**config.mk**
```make
export PLATFORM = sky130hd
export DESIGN_NAME = urms_regmap
export DESIGN_NICKNAME = d
export VERILOG_FILES = /design/src/urms_pkg.sv /design/src/urms_rx_if.sv /design/src/urms_rx_fifo.sv /design/src/urms_regmap.sv
export SDC_FILE = /design/constraint.sdc
export NUM_CORES = 1
export LEC_CHECK = 0
export BUFFER_PORTS_ARGS = -buffer_cell sky130_fd_sc_hd__buf_2
export CAP_MARGIN = 20
export CORE_MARGIN = 2
export CORE_UTILIZATION = 32
export DETAILED_ROUTE_END_ITERATION = 10
export SETUP_SLACK_MARGIN = 0.02
export SLEW_MARGIN = 20
export SYNTH_ARGS = -nofsm -noshare
export SYNTH_HDL_FRONTEND = slang
export SYNTH_SLANG_ARGS = --single-unit
```
**constraint.sdc**
```tcl
create_clock -name CLK_SYS_I -period 6.5 [get_ports CLK_SYS_I]
set_clock_uncertainty 0.05 [all_clocks]
set_input_delay 1.3 -clock CLK_SYS_I [delete_from_list [all_inputs] [get_ports CLK_SYS_I]]
set_output_delay 1.3 -clock CLK_SYS_I [all_outputs]
set_load 0.1 [all_outputs]
```
**src/urms_pkg.sv**
```systemverilog
// Behaviour
// - divisor bytes at 0/1 when divisor bit, no key
// - upper enable/trigger/modem bits need enhanced enable
// - enable bits gate sources, pending shown in status
// - fifo mode: receive interrupt follows trigger level
// - status code and interrupt clear together below trigger
// - data ready set on push, clear when empty
// - status bit 1 flags receive overrun
// - bits 2-4 show head character errors
// - bit 5 holding empty, bit 6 all empty
// - bit 7 set if any stored character erred
// - non-fifo: receive interrupt when holding has data
// - status bit 0 high when nothing pending
package urms_pkg;
    // standard bank
    localparam logic [2:0] ADR_RX_HOLD     = 3'h0;
    localparam logic [2:0] ADR_INT_EN      = 3'h1;
    localparam logic [2:0] ADR_INT_STAT    = 3'h2;
    localparam logic [2:0] ADR_LINE_CTRL   = 3'h3;
    localparam logic [2:0] ADR_MODEM_CTRL  = 3'h4;
    localparam logic [2:0] ADR_LINE_STAT   = 3'h5;
    localparam logic [2:0] ADR_SCRATCH     = 3'h7;
    // divisor and enhanced banks
    localparam logic [2:0] ADR_DIV_LOW     = 3'h0;
    localparam logic [2:0] ADR_DIV_HIGH    = 3'h1;
    localparam logic [2:0] ADR_TRIG_COUNT  = 3'h0;
    localparam logic [2:0] ADR_FEATURE     = 3'h1;
    localparam logic [2:0] ADR_ENH_FUNC    = 3'h2;
    localparam logic [2:0] ADR_FLOW_BASE   = 3'h4;
    localparam logic [7:0] ENH_KEY         = 8'hBF;
    localparam int         LC_DIV_BIT      = 7;
    localparam int         EF_ENABLE_BIT   = 4;
    // interrupt enable bits
    localparam int         IE_RX           = 0;
    localparam int         IE_TX           = 1;
    localparam int         IE_LINE         = 2;
    localparam int         IE_MODEM        = 3;
    // fifo control bits
    localparam int         FF_EN           = 0;
    localparam int         FF_RX_RST       = 1;
    localparam int         FF_TX_RST       = 2;
    localparam int         FF_DMA          = 3;
    localparam int         FF_TX_TRIG      = 4;
    localparam int         FF_RX_TRIG      = 6;
    // status codes, low nibble
    localparam logic [3:0] IS_LINE         = 4'h6;
    localparam logic [3:0] IS_RX_DATA      = 4'h4;
    localparam logic [3:0] IS_TX_READY     = 4'h2;
    localparam logic [3:0] IS_MODEM        = 4'h0;
    localparam logic [3:0] IS_NONE         = 4'h1;
    // receive fifo shape
    localparam int         RX_DEPTH        = 64;
    localparam int         PTR_W           = 6;
    localparam int         CNT_W           = 7;
    localparam int         RX_W            = 11;
    localparam logic [6:0] RX_FULL_CNT     = 7'h40;
    // trigger table by fifo control bits 7:6; feature code 3 = programmed
    localparam logic [3:0][6:0] RX_TRIG_TABLE = {7'h3C, 7'h38, 7'h10, 7'h08};
    localparam int         FEAT_TRIG       = 4;
    localparam logic [1:0] FEAT_TRIG_PROG  = 2'h3;
    // identification, values arbitrary
    localparam logic [7:0] REVISION_CODE   = 8'h01;
    localparam logic [7:0] DEVICE_IDENT    = 8'h5C;
    localparam logic [7:0] REG_RST         = 8'h00;

    typedef enum logic [1:0] {
        URMS_BANK_STD = 2'b00,
        URMS_BANK_DIV = 2'b01,
        URMS_BANK_ENH = 2'b10
    } urms_bank_t;

    // bank selected by the line control value
    function automatic urms_bank_t urms_bank_of(input logic [7:0] lc);
        if (lc == ENH_KEY) begin
            return URMS_BANK_ENH;
        end else if (lc[LC_DIV_BIT]) begin
            return URMS_BANK_DIV;
        end
        return URMS_BANK_STD;
    endfunction
endpackage

```
**src/urms_rx_if.sv**
```systemverilog
`timescale 1ns/1ps
`default_nettype none
interface urms_rx_if;
    logic                               push;
    logic [urms_pkg::RX_W-1:0]          push_data;
    logic                               pop;
    logic                               flush;
    logic [urms_pkg::RX_W-1:0]          head;
    logic [urms_pkg::CNT_W-1:0]         count;
    logic                               err_any;
    logic                               full;
    modport ctl  (output push, push_data, pop, flush, input head, count, err_any, full);
    modport fifo (input push, push_data, pop, flush, output head, count, err_any, full);
endinterface
`default_nettype wire

```
**src/urms_rx_fifo.sv**
```systemverilog
`timescale 1ns/1ps
`default_nettype none
module urms_rx_fifo (
    input  wire logic clk_i,
    input  wire logic rst_i,
    urms_rx_if.fifo   rx
);
    typedef struct packed {
        logic [urms_pkg::RX_DEPTH-1:0][urms_pkg::RX_W-1:0] mem;
        logic [urms_pkg::PTR_W-1:0]                       wr;
        logic [urms_pkg::PTR_W-1:0]                       rd;
        logic [urms_pkg::CNT_W-1:0]                       cnt;
        logic [urms_pkg::CNT_W-1:0]                       errs;
    } urms_fifo_st_t;

    urms_fifo_st_t q;
    urms_fifo_st_t d;
    logic          push_ok;
    logic          pop_ok;

    assign push_ok = rx.push & ~rx.full;
    assign pop_ok  = rx.pop & (q.cnt != '0);

    // errored characters are counted so the global flag needs no scan
    always_comb begin
        d = q;
        if (rx.flush) begin
            d.wr   = '0;
            d.rd   = '0;
            d.cnt  = '0;
            d.errs = '0;
        end else begin
            if (push_ok) begin
                d.mem[q.wr] = rx.push_data;
                d.wr        = q.wr + 6'h1;
            end
            if (pop_ok) begin
                d.rd = q.rd + 6'h1;
            end
            d.cnt  = q.cnt + {6'h00, push_ok} - {6'h00, pop_ok};
            d.errs = q.errs + {6'h00, push_ok & (|rx.push_data[10:8])}
                            - {6'h00, pop_ok & (|rx.head[10:8])};
        end
    end

    // memory left out of reset; contents read behind the count, except the holding read, which takes the head even at count zero
    always_ff @(posedge clk_i) begin
        if (rst_i) begin
            q.wr   <= '0;
            q.rd   <= '0;
            q.cnt  <= '0;
            q.errs <= '0;
        end else begin
            q.wr   <= d.wr;
            q.rd   <= d.rd;
            q.cnt  <= d.cnt;
            q.errs <= d.errs;
        end
        q.mem <= d.mem;
    end

    assign rx.head    = q.mem[q.rd];
    assign rx.count   = q.cnt;
    assign rx.err_any = (q.errs != '0);
    assign rx.full    = (q.cnt == urms_pkg::RX_FULL_CNT);
endmodule
`default_nettype wire

```
**src/urms_regmap.sv**
```systemverilog
`timescale 1ns/1ps
`default_nettype none
module urms_regmap (
    input  wire logic        CLK_SYS_I,
    input  wire logic        RST_I,
    input  wire logic        CS_I,
    input  wire logic        RD_I,
    input  wire logic        WR_I,
    input  wire logic [2:0]  ADDR_I,
    input  wire logic [7:0]  WDATA_I,
    output logic      [7:0]  RDATA_O,
    output logic             INT_O,
    input  wire logic        RX_PUSH_I,
    input  wire logic [7:0]  RX_DATA_I,
    input  wire logic [2:0]  RX_ERR_I,
    input  wire logic        RX_OVERRUN_I,
    input  wire logic        TX_HOLD_EMPTY_I,
    input  wire logic        TX_SHIFT_EMPTY_I,
    input  wire logic        MODEM_DELTA_I,
    output logic             TX_WR_O,
    output logic      [7:0]  TX_DATA_O,
    output logic             TX_FIFO_RESET_O,
    output logic      [1:0]  TX_TRIG_O,
    output logic      [15:0] DIVISOR_O,
    output logic      [7:0]  LINE_CTRL_O,
    output logic      [7:0]  MODEM_CTRL_O,
    output logic             FIFO_EN_O
);
    typedef struct packed {
        logic [7:0]       line_ctrl;
        logic [7:0]       int_en;
        logic [7:0]       modem_ctrl;
        logic [7:0]       div_low;
        logic [7:0]       div_high;
        logic [7:0]       enh_func;
        logic [7:0]       feature;
        logic [7:0]       trig_prog;
        logic [7:0]       scratch;
        logic [3:0][7:0]  flow_char;
        logic             fifo_en;
        logic             dma_mode;
        logic [1:0]       rx_trig;
        logic [1:0]       tx_trig;
        logic             overrun;
        logic             tx_ready;
        logic             tx_empty_prev;
        logic [7:0]       rdata;
        logic [7:0]       tx_data;
        logic             tx_wr;
        logic             tx_rst;
    } urms_state_t;

    urms_state_t          q;
    urms_state_t          d;
    urms_rx_if            rx ();
    urms_pkg::urms_bank_t bank;
    logic                 rd_take;
    logic                 wr_take;
    logic                 enh_on;
    logic [7:0]           ie_eff;
    logic [7:0]           line_stat;
    logic [7:0]           int_stat;
    logic [2:0]           head_err;
    logic                 rx_nonempty;
    logic                 rx_at_trig;
    logic [6:0]           trig_lvl;
    logic                 div_zero;
    logic                 src_line;
    logic                 src_rx;
    logic                 src_tx;
    logic                 src_modem;
    logic                 pending;

    urms_rx_fifo u_rx_fifo (
        .clk_i (CLK_SYS_I),
        .rst_i (RST_I),
        .rx    (rx.fifo)
    );

    ////////////////////////////////////////////////////////////////////////
    // decode; host bus runs on the system clock, so no synchroniser
    assign bank     = urms_pkg::urms_bank_of(q.line_ctrl);
    assign rd_take  = CS_I & RD_I;
    assign wr_take  = CS_I & WR_I;
    assign enh_on   = q.enh_func[urms_pkg::EF_ENABLE_BIT];
    assign div_zero = (q.div_low == 8'h00) && (q.div_high == 8'h00);

    // upper enables are dead weight until the enhanced bit is set
    assign ie_eff = {enh_on ? q.int_en[7:4] : 4'h0, q.int_en[3:0]};

    ////////////////////////////////////////////////////////////////////////
    // receive fifo hookup
    assign rx.push      = RX_PUSH_I;
    assign rx.push_data = {RX_ERR_I, RX_DATA_I};
    assign rx.pop       = rd_take && bank == urms_pkg::URMS_BANK_STD
                          && ADDR_I == urms_pkg::ADR_RX_HOLD;
    assign rx.flush     = wr_take && bank != urms_pkg::URMS_BANK_ENH
                          && ADDR_I == urms_pkg::ADR_INT_STAT
                          && WDATA_I[urms_pkg::FF_EN] && WDATA_I[urms_pkg::FF_RX_RST];

    assign rx_nonempty = (rx.count != '0);
    assign head_err    = rx_nonempty ? rx.head[10:8] : 3'h0;

    // programmed level only when the feature table code asks for it
    assign trig_lvl = (q.feature[urms_pkg::FEAT_TRIG +: 2] == urms_pkg::FEAT_TRIG_PROG)
                      ? q.trig_prog[6:0] : urms_pkg::RX_TRIG_TABLE[q.rx_trig];
    assign rx_at_trig = rx_nonempty && (rx.count >= trig_lvl);

    ////////////////////////////////////////////////////////////////////////
    // line status view
    assign line_stat = {rx.err_any,
                        TX_HOLD_EMPTY_I & TX_SHIFT_EMPTY_I,
                        TX_HOLD_EMPTY_I,
                        head_err,
                        q.overrun,
                        rx_nonempty};

    ////////////////////////////////////////////////////////////////////////
    // interrupt sources, gated by the enables
    assign src_line  = ie_eff[urms_pkg::IE_LINE] & (q.overrun | (|head_err));
    assign src_rx    = ie_eff[urms_pkg::IE_RX]
                       & (q.fifo_en ? rx_at_trig : rx_nonempty);
    assign src_tx    = ie_eff[urms_pkg::IE_TX] & q.tx_ready;
    assign src_modem = ie_eff[urms_pkg::IE_MODEM] & MODEM_DELTA_I;
    assign pending   = src_line | src_rx | src_tx | src_modem;

    // highest source wins; code and output fall in the same cycle
    assign int_stat[7:6] = {2{q.fifo_en}};
    assign int_stat[5:4] = 2'h0; // xoff and flow sources live outside
    assign int_stat[3:0] = src_line  ? urms_pkg::IS_LINE :
                           src_rx    ? urms_pkg::IS_RX_DATA :
                           src_tx    ? urms_pkg::IS_TX_READY :
                           src_modem ? urms_pkg::IS_MODEM :
                                       urms_pkg::IS_NONE;
    assign INT_O = pending;

    ////////////////////////////////////////////////////////////////////////
    // next state
    always_comb begin
        d               = q;
        d.tx_wr         = 1'b0;
        d.tx_rst        = 1'b0;
        d.tx_empty_prev = TX_HOLD_EMPTY_I;
        // set wins over the read that clears it
        d.overrun = (q.overrun & ~(rd_take && bank != urms_pkg::URMS_BANK_ENH
                                   && ADDR_I == urms_pkg::ADR_LINE_STAT))
                    | RX_OVERRUN_I | (RX_PUSH_I & rx.full);
        if (rd_take && bank != urms_pkg::URMS_BANK_ENH && ADDR_I == urms_pkg::ADR_INT_STAT) begin
            d.tx_ready = 1'b0;
        end
        // writes
        if (wr_take) begin
            unique case (bank)
                urms_pkg::URMS_BANK_ENH: begin
                    if (ADDR_I == urms_pkg::ADR_TRIG_COUNT) begin
                        d.trig_prog = WDATA_I;
                    end else if (ADDR_I == urms_pkg::ADR_FEATURE) begin
                        d.feature = WDATA_I;
                    end else if (ADDR_I == urms_pkg::ADR_ENH_FUNC) begin
                        d.enh_func = WDATA_I;
                    end else if (ADDR_I == urms_pkg::ADR_LINE_CTRL) begin
                        d.line_ctrl = WDATA_I;
                    end else if (ADDR_I[2]) begin
                        d.flow_char[ADDR_I[1:0]] = WDATA_I;
                    end
                end
                urms_pkg::URMS_BANK_DIV, urms_pkg::URMS_BANK_STD: begin
                    if (bank == urms_pkg::URMS_BANK_DIV && ADDR_I == urms_pkg::ADR_DIV_LOW) begin
                        d.div_low = WDATA_I;
                    end else if (bank == urms_pkg::URMS_BANK_DIV && ADDR_I == urms_pkg::ADR_DIV_HIGH) begin
                        d.div_high = WDATA_I;
                    end else if (ADDR_I == urms_pkg::ADR_RX_HOLD) begin
                        d.tx_data  = WDATA_I;
                        d.tx_wr    = 1'b1;
                        d.tx_ready = 1'b0;
                    end else if (ADDR_I == urms_pkg::ADR_INT_EN) begin
                        d.int_en = WDATA_I;
                    end else if (ADDR_I == urms_pkg::ADR_INT_STAT) begin
                        // other bits only take with the enable bit set
                        d.fifo_en = WDATA_I[urms_pkg::FF_EN];
                        if (WDATA_I[urms_pkg::FF_EN]) begin
                            d.dma_mode = WDATA_I[urms_pkg::FF_DMA];
                            d.rx_trig  = WDATA_I[urms_pkg::FF_RX_TRIG +: 2];
                            d.tx_rst   = WDATA_I[urms_pkg::FF_TX_RST];
                            if (enh_on) begin
                                d.tx_trig = WDATA_I[urms_pkg::FF_TX_TRIG +: 2];
                            end
                        end
                    end else if (ADDR_I == urms_pkg::ADR_LINE_CTRL) begin
                        d.line_ctrl = WDATA_I;
                    end else if (ADDR_I == urms_pkg::ADR_MODEM_CTRL) begin
                        d.modem_ctrl = WDATA_I;
                    end else if (ADDR_I == urms_pkg::ADR_SCRATCH) begin
                        d.scratch = WDATA_I;
                    end
                end
                default: begin
                end
            endcase
        end
        // transmit-ready event: empty edge, or enable while already empty
        if ((TX_HOLD_EMPTY_I & ~q.tx_empty_prev)
            || (wr_take && bank == urms_pkg::URMS_BANK_STD && ADDR_I == urms_pkg::ADR_INT_EN
                && WDATA_I[urms_pkg::IE_TX] && TX_HOLD_EMPTY_I)) begin
            d.tx_ready = 1'b1;
        end
        // reads: data captured on the taking edge
        if (rd_take) begin
            d.rdata = 8'h00;
            unique case (ADDR_I)
                3'h0: begin
                    if (bank == urms_pkg::URMS_BANK_ENH) begin
                        d.rdata = {1'b0, rx.count};
                    end else if (bank == urms_pkg::URMS_BANK_DIV) begin
                        d.rdata = div_zero ? urms_pkg::REVISION_CODE : q.div_low;
                    end else begin
                        d.rdata = rx.head[7:0];
                    end
                end
                3'h1: begin
                    if (bank == urms_pkg::URMS_BANK_ENH) begin
                        d.rdata = q.feature;
                    end else if (bank == urms_pkg::URMS_BANK_DIV) begin
                        d.rdata = div_zero ? urms_pkg::DEVICE_IDENT : q.div_high;
                    end else begin
                        d.rdata = ie_eff;
                    end
                end
                3'h2: d.rdata = (bank == urms_pkg::URMS_BANK_ENH) ? q.enh_func : int_stat;
                3'h3: d.rdata = q.line_ctrl;
                3'h4: d.rdata = (bank == urms_pkg::URMS_BANK_ENH) ? q.flow_char[0] : MODEM_CTRL_O;
                3'h5: d.rdata = (bank == urms_pkg::URMS_BANK_ENH) ? q.flow_char[1] : line_stat;
                3'h6: d.rdata = (bank == urms_pkg::URMS_BANK_ENH) ? q.flow_char[2] : 8'h00;
                3'h7: d.rdata = (bank == urms_pkg::URMS_BANK_ENH) ? q.flow_char[3] : q.scratch;
            endcase
        end
    end

    ////////////////////////////////////////////////////////////////////////
    // state register
    always_ff @(posedge CLK_SYS_I) begin
        if (RST_I) begin
            q <= '0;
            q.line_ctrl <= urms_pkg::REG_RST;
            // idle transmitter reads empty, so no false ready edge after reset
            q.tx_empty_prev <= 1'b1;
        end else begin
            q <= d;
        end
    end

    ////////////////////////////////////////////////////////////////////////
    // outputs
    assign RDATA_O         = q.rdata;
    assign TX_WR_O         = q.tx_wr;
    assign TX_DATA_O       = q.tx_data;
    assign TX_FIFO_RESET_O = q.tx_rst;
    assign TX_TRIG_O       = enh_on ? q.tx_trig : 2'h0;
    assign DIVISOR_O       = {q.div_high, q.div_low};
    assign LINE_CTRL_O     = q.line_ctrl;
    assign MODEM_CTRL_O    = {enh_on ? q.modem_ctrl[7:5] : 3'h0, q.modem_ctrl[4:0]};
    assign FIFO_EN_O       = q.fifo_en;

    logic rd_line_stat;
    logic rd_int_stat;
    assign rd_line_stat = rd_take && bank == urms_pkg::URMS_BANK_STD && ADDR_I == urms_pkg::ADR_LINE_STAT;
    assign rd_int_stat  = rd_take && bank == urms_pkg::URMS_BANK_STD && ADDR_I == urms_pkg::ADR_INT_STAT;
endmodule
`default_nettype wire

```
After elaboration in Yosys (flattened, before gate mapping)
Index checks and enable logic that the tools add are counted.
{"block": "classes", "addsub": 6, "n_lt_le_gt_ge": 7, "n_bitwise": 34, "reduce_logical": 49, "n_eq_ne": 17, "muxes": 58}
{"cell": "bitwise mux 704 bit", "n": 1}
{"cell": "two-way mux 8 bit", "n": 21}
{"cell": "two-way mux 24 bit", "n": 3}
{"cell": "binary-select mux 11 bit (select 6 bit)", "n": 1}
{"cell": "demux 11 bit (select 6 bit)", "n": 1}
{"cell": "case mux 8 bit (8 select lines)", "n": 1}
{"cell": "bitwise mux 32 bit", "n": 1}
{"cell": "two-way mux 11 bit", "n": 2}
{"cell": "logical AND 1 bit", "n": 19}
{"cell": "AND reduction 9 bit", "n": 2}
{"cell": "demux 8 bit (select 2 bit)", "n": 1}
{"cell": "zero test 8 bit", "n": 2}
{"cell": "case mux 8 bit (2 select lines)", "n": 1}
{"cell": "adder 7 x 1 -> 7 bit", "n": 2}
{"cell": "AND 1 bit", "n": 14}
{"cell": "binary-select mux 7 bit (select 2 bit)", "n": 1}
{"cell": "< comparator 6 x 7 -> 1 bit, second input constant", "n": 2}
{"cell": "two-way mux 7 bit", "n": 2}
{"cell": "inverter 1 bit", "n": 14}
{"cell": "AND reduction 7 bit", "n": 2}
{"cell": "nonzero test 7 bit", "n": 2}
{"cell": "subtractor 7 x 1 -> 7 bit", "n": 2}
{"cell": "adder 6 x 1 -> 6 bit, second input constant", "n": 2}
{"cell": "equality test 3 bit, second input constant", "n": 4}
{"cell": "other kinds (31)", "n": 68}
{"block": "totals", "out_inout_bits": 54, "in_bits": 32, "ff_bits": 859, "elab_cells": 262}

Longest topological paths before layout
Gate-level depths: netlist of run 1.
{"block": "depth", "word_depth": 13, "depth_mapped": 23}

By module
A second synthesis of run 1 with hierarchy kept.
{"block": "hier_totals", "cells_unflattened": 2111, "hier_area_um2": 35230.0}
{"mod": "urms_rx_fifo", "cells_each": 1334, "instances": 1, "area_each_um2": 28657.5}
{"mod": "urms_regmap", "cells_each": 777, "instances": 1, "area_each_um2": 6572.6}

Least setup slack after synthesis of run 1
No wires, ideal clock.
{"block": "synth_path", "path_kind": "flip-flop to output port", "startpoint": "reg u_rx_fifo.q[14] in the netlist's numbering", "endpoint": "out INT_O", "required_time_ns": 5.150, "path_stages_with_launch": 13, "t_arrival_ns": 3.239, "slack_ns": 1.911, "cell_sequence": "dfxtp_1 -> buf_4 -> buf_4 -> buf_2 -> buf_4 -> mux2i_1 -> o22ai_1 -> a211oi_1 -> a21oi_1 -> a32o_1 -> nor4_1 -> nor2_1 -> nand3b_1"}
{"block": "synth_between", "elab_chain_cells": 9}
{"item": "from (decl)", "line": "urms_rx_fifo.sv:16", "rtl": "urms_fifo_st_t q;"}
{"item": "binary-select mux 11 bit (select 6 bit)", "line": "urms_rx_fifo.sv:62", "rtl": "assign rx.head = q.mem[q.rd];"}
{"item": "two-way mux 11 bit (not written as such)", "line": "urms_rx_fifo.sv:62"}
{"item": "two-way mux 3 bit", "line": "urms_regmap.sv:102", "rtl": "assign head_err = rx_nonempty ? rx.head[10:8] : 3'h0;"}
{"item": "OR reduction 3 bit", "line": "urms_regmap.sv:120", "rtl": "assign src_line = ie_eff[urms_pkg::IE_LINE] & (q.overrun | (|head_err));"}
{"item": "OR 1 bit", "line": "urms_regmap.sv:120"}
{"item": "AND 1 bit", "line": "urms_regmap.sv:120"}
{"item": "OR 1 bit (3 in a row)", "line": "urms_regmap.sv:125", "rtl": "assign pending = src_line | src_rx | src_tx | src_modem;"}
{"item": "to (decl)", "line": "urms_regmap.sv:12", "rtl": "output logic INT_O,"}
No other way between the ends. The select of a mux whose other input is x is not followed.

Worst setup path in the final report of run 1
{"block": "layout_path", "startpoint": "reg u_rx_fifo.q[17] in the netlist's numbering", "endpoint": "out INT_O"}
Same word-level chain as after synthesis.

==> run metrics, run 1 <==
outcome=finished clean; Tmin final=5.99 ns; Vias=19650; IO buf count=85; final instance area=39600 sq um; Die Wd=334 microns; Placed Area=36700 sq um; Post CTS Setup Buffer Count=0; IO Count=86; top cells by area, synth=edfxtp_1, mux4_2, dfxtp_1, mux2i_1, nor2_1; GP Congestion=0.893; Syn Nets=2200; Post-CTS Resized=0; relative slew slack=0.285; Fin. Hold Viols=0; Clock Tree Root=clkbuf_16; Slew @ Worst Pin=1.07 ns; clock sink count=859; Final nets=2263; DRC violations left=0; placed wire-length estimate=56300 microns; worst min path class=reg -> reg; Max Slew Vio Count=0; Initial Util=0.322; unrepaired setup endpoints after global routing=false; Commonest cells post-synth=edfxtp_1, mux4_2, nor2_1; antenna-violating nets left=0; share of layout cells above drive strength 1=0.226; post-synth top area cell=edfxtp_1; final setup vio count=0; Startpoint Class=flip-flop; Yosys warnings=0; Syn Inst Count=2139; CTS tree=built; Max VDD drop=0.000209 V; vias in the first global route=19435; Die Height=334 microns; Die Footprint=112000 sq um; first-pass GRT wire length=131000 microns; Clock Latency Late Sink=0.66 ns; #FFs+latches synth=859; Primary FF master, synth=edfxtp_1; CP Max Fanout=29; CP endpoint kind=primary output; sequential area share after synthesis=0.694; total of max-cap violations=0; Post-Layout Cell Count=3685; required time worst endpoint=5.15 ns; DR WL/cell=24.2 microns; grt total ovfl=0; Yosys top cell area share=0.605; highest clock rate=167 MHz; Iter 0 DRT Violations=2138; # rows=121; asr flop ratio synth=0; Avg Cell Area, Syn=16.3 sq um; Final Core Density=0.365; Placed Cells=3526; Layout area overhead=13.2%; initial antenna violation count=0; setup_tns=0 ns; # hold bufs at CTS=0; Leakage=12.5 nW; H-tree levels=3; most frequent cell after synthesis=edfxtp_1; clock slew at reported path FFs=0.06 ns; iteration count of the initial detailed-routing pass=8; Core Area=109000 sq um; Avg Vias per Cell=5.33; PD cells=298 nW/um^2; largest net degree at the start of global routing=72; clock buffer depth=3; Synth Cell Area=34900 sq um; n_diodes=0; GR Util All Layers=0.157; critical setup path kind=reg -> out; EDFF count, synth=704; final worst path period share=0.921; Data arrival, critical path=4.64 ns; TritonCTS Buffers=84; Unique masters post-synth=69; final wirelength=89100 microns
==> sequential cells by signal (all words and copies together) (netlist names), 4 cells and up <==
register and flops:
DIVISOR_O 16, LINE_CTRL_O 8, MODEM_CTRL_O 5, RDATA_O 8
TX_DATA_O 8, ie_eff 4, q 75, u_rx_fifo.q 723
u_rx_fifo.rx.count 7
==> through the flow <==
| step | power, mW | setup WS (ns) | hold WS (ns) |
|---|---|---|---|
| floorplan | 6.73 | 1.91 | 0.382 |
| global placement | 6.99 | 1.34 | 0.392 |
| detailed placement | 7.03 | 1.20 | 0.399 |
| CTS | 11.9 | 0.498 | 0.408 |
| global route | 12.2 | 0.245 | 0.428 |
| finish | 11.8 | 0.513 | 0.407 |
==> report_power, final <==
| group | switching, mW | total, mW | internal, mW |
|---|---|---|---|
| logic | 0.537 | 0.835 | 0.298 |
| registers | 0.0620 | 6.08 | 6.02 |
| clock network | 2.10 | 4.89 | 2.79 |
| total | 2.70 | 11.8 | 9.11 |
==> final timing paths <==
path | start | endpoint | slack [ns] | cells after the start
worst max-delay path | u_rx_fifo.q[17] | INT_O | 0.51 | 11
worst min-delay path | TX_DATA_O[0] | TX_DATA_O[0] | 0.41 | 2
worst max register to register | u_rx_fifo.q[17] | u_rx_fifo.q[6] | 1.43 | 21
worst min register to register | TX_DATA_O[0] | TX_DATA_O[0] | 0.41 | 2
==> layer usage <==
| layer | track usage | wire, microns | up-vias | share of wire |
|---|---|---|---|---|
| met4 | 0.0491 | 2390 | 0 | 0.027 |
| met2 | 0.242 | 41100 | 834 | 0.46 |
| met5 | 0 | 0 | - | 0 |
| li1 | - | - | 8449 | - |
| met1 | 0.225 | 39100 | 10219 | 0.44 |
| met3 | 0.0295 | 6480 | 148 | 0.073 |
==> placed cells by master, fill, tap and decap left out, types with 9 or more instances in the layout <==
cell / n
mux4_2: 195
and2_1: 10
mux2_2: 11
dfxtp_1: 151
ha_1: 27
nor2b_1: 10
nand3_1: 38
a21oi_1: 113
clkinv_2: 19
xor2_1: 10
a22oi_1: 22
buf_4: 60
o221ai_1: 9
nand2_1: 158
nor2_2: 22
xnor2_1: 10
clkbuf_1: 11
edfxtp_1: 704
nor3_1: 12
nor2_1: 155
clkbuf_16: 85
mux2i_1: 84
clkinv_1: 19
a221oi_1: 9
nor4_1: 10
and3_1: 13
buf_2: 83
o21ai_0: 63
inv_1: 23
==> critical path: stages (launching register included) <==
cell,delay [ns]
dfxtp_2,0.78
buf_4,0.57
mux4_2,0.30
mux2i_1,0.07
o211ai_1,0.24
a21boi_0,0.17
o32ai_1,0.61
buf_4,0.24
nor4_1,0.05
nor2_1,0.29
nand3b_1,0.19
buf_2,0.44
==> cell type report <==
type	instances	area, sq um
clock buffer	101	2240
inverter	23	86.3
sequential	859	24300
fill	9976	69000
timing repair buffer	146	926
tap	1414	1770
multi-input combinational	1088	9760
clock inverter	54	541
==> cells by family after synthesis <==
group / synth area share
buffers and inverters: 0.0287
AO/OA/AOI/OAI: 0.0493
adder cells (fa/ha/maj): 0.0108
AND/OR/NAND/NOR: 0.0590
XOR/XNOR: 0.00501
multiplexers: 0.154
flip-flops: 0.694
Power figures use the tool's default switching activity.
==> run 2, diff against run 1 <==
- GPL_TIMING_DRIVEN: unset -> 0
==> run 2 against run 1 <==
Against the previous run:
- total power fell by 0.24%
- global-route usage rose by 3.5 points
- first-iteration DRC count grew 24%
- via count up 6.2%
- non-clock buffer count is 115 higher
- largest power group unchanged
==> run metrics, run 2 (synthesis results as in run 1) <==
commonest cells after routing, fill and taps aside=edfxtp_1, mux4_2, nand2_1; PD cells=294 nW/um^2 (-1.5%); relative slew slack=0.202 (-0.0826); iteration count of the initial detailed-routing pass=8 (unchanged); Final nets=2379 (+5.1%); antenna-violating nets left=0 (unchanged); final instance area=40100 sq um (+1.3%); final wirelength=109000 microns (+22%); placed wire-length estimate=71600 microns (+27%); Sw Share=0.238 (+0.00969); highest clock rate=154 MHz (-7.8%); GR Util All Layers=0.192 (+0.0349); worst min path class=reg -> reg; CP startpoint=u_rx_fifo.q[15]; Vias=20872 (+6.2%); setup_tns=0 ns (unchanged); Reg area=24200 sq um (about the same); CP max stage cell=o32ai_1; first-pass GRT wire length=152000 microns (+16%); initial antenna violation count=3 (+3); Worst path max stage delay=0.83 ns (+0.05 ns); Placed Area=37400 sq um (+1.7%); total of max-cap violations=0 (unchanged); Clock Latency Late Sink=0.67 ns (about the same); Post CTS Setup Buffer Count=0 (unchanged); GP Congestion=0.941 (+5.4%); max FFs per register=723 (unchanged); # hold bufs at CTS=0 (unchanged); sw power=2.81 mW (+4.0%); final setup vio count=0 (unchanged); Core Area=109000 sq um (unchanged); CTS tree=built; register bank with the most flops=u_rx_fifo.q; CP endpoint kind=primary output; Max Slew Vio Count=0 (unchanged); Iter 0 DRT Violations=2646 (+24%); Worst R2R End=u_rx_fifo.q[6]; Post-CTS Resized=0 (unchanged); Fin. Hold Viols=0 (unchanged); H-tree levels=3 (unchanged); critical setup path kind=reg -> out; IO buf count=85 (unchanged); required time worst endpoint=5.15 ns (about the same); final worst path period share=0.999 (+0.0776); # fillers=10040 (+0.64%); unrepaired setup endpoints after global routing=false; multi-input logic area=9850 sq um (+0.91%); Clk pwr share=0.408 (-0.006); largest net degree at the start of global routing=66 (-8.3%); Die Wd=334 microns (unchanged); Slew @ Worst Pin=1.19 ns (+0.123 ns); clock slew at reported path FFs=0.06 ns (about the same); reg2reg path depth=22 (+4.8%); TritonCTS Buffers=85 (+1.2%); Startpoint Class=flip-flop; Comb power frac=0.076 (+0.005); Layout area overhead=14.7%; clock buffer depth=3 (unchanged); Tmin final=6.49 ns (+0.504 ns); CP Max Fanout=10 (-66%); # rows=121 (unchanged); sequential share of power=0.516 (about the same); P_int=8.97 mW (-1.5%); outcome=finished clean; DR WL/cell=28.7 microns (+19%); grt total ovfl=0 (unchanged); Critical Path Sink=INT_O; DRC violations left=0 (unchanged); Clock Tree Root=clkbuf_16; Data arrival, critical path=5.14 ns (+0.50 ns); Leakage=12.8 nW (+2.0%); r2r setup slk=0.83 ns (-0.60 ns); Max VDD drop=0.000199 V (-4.7%); reg-to-reg critical path startpoint=u_rx_fifo.q[15]; Die Height=334 microns (unchanged); IO Count=86 (unchanged); Final Core Density=0.369 (+0.00475); Initial Util=0.322 (unchanged); share of layout cells above drive strength 1=0.243 (+0.0173); n_diodes=0 (unchanged); clock sink count=859 (unchanged); Die Footprint=112000 sq um (unchanged); vias in the first global route=20583 (+5.9%); leading cell type in the layout, fill and taps excluded=edfxtp_1; cell breakdown of the critical path=buf_2, buf_4, buf_4, nand3_1, o221a_2, o211ai_1, a21boi_0, o32ai_1, nor4_1, nor2_1, nand3b_1, buf_2; Avg Vias per Cell=5.50 (+3.1%)
==> run 2: cell count changes in the layout (fill, tap and decap cells not counted), moves of 7 or more <==
| cell | before | now |
|---|---|---|
| clkinv_2 | 19 | 12 |
| nor2_1 | 155 | 119 |
| clkbuf_1 | 11 | 80 |
| buf_4 | 60 | 72 |
| buf_2 | 83 | 101 |
| buf_1 | 0 | 7 |
| buf_6 | 0 | 7 |
| nor2_2 | 22 | 58 |
==> run 2: worst min path at each step <==
stage,startpoint,to,slack (ns),cells past startpoint
floorplan,q[21],q[21],0.38,2
global placement,q[21],q[21],0.39,2
detailed placement,q[21],q[21],0.40,2
CTS,q[21],q[21],0.41,2
global route,TX_DATA_O[2],TX_DATA_O[2],0.43,2
finish,q[21],q[21],0.41,2
==> run 2: per-stage QoR <==
| step | setup WS [ns] | instances | power [mW] | hold WS (ns) |
|---|---|---|---|---|
| detailed placement | 0.800 | 3645 | 7.07 | 0.403 |
| CTS | 0.0551 | 3795 | 11.8 | 0.412 |
| global placement | 0.837 | 3638 | 7.02 | 0.390 |
| global route | 0.0382 | 3795 | 12.1 | 0.432 |
| finish | 0.00822 | 3795 | 11.8 | 0.409 |
| floorplan | 1.91 | 2139 | 6.73 | 0.382 |
==> run 2: layout make-up <==
class,instances,area share
multi-input cells,1088,0.246
plain buffers,169,0.0231
clock buffers,103,0.0560
clock inverters,47,0.0109
repair buffers,92,0.0134
inverters,23,0.00215
flip-flops and latches,859,0.605
well taps,1414,0.0441
==> run 2: power groups by stage <==
stage	logic, mW	clock network [mW]	registers (mW)
after global routing	0.962	5.08	6.08
final	0.893	4.81	6.08
after detailed placement	0.873	0	6.20
after floorplan	0.555	0	6.17
after global placement	0.831	0	6.19
after CTS	0.877	4.86	6.08
==> run 2: routing by layer <==
layer / up-vias / routed length (microns) / track usage
met1: 10902 / 44100 / 0.257
met2: 1062 / 50900 / 0.307
met4: 2 / 4290 / 0.0702
li1: 8679 / - / -
met5: - / 13 / 0
met3: 227 / 9550 / 0.0416
==> run 2: critical path: cells and delay by family, from the launching register on <==
family | cells | cell delay (ns)
compound gates | 4 | 1.69
buf+inv | 4 | 1.33
simple gates | 4 | 1.10
flops | 1 | 0.35
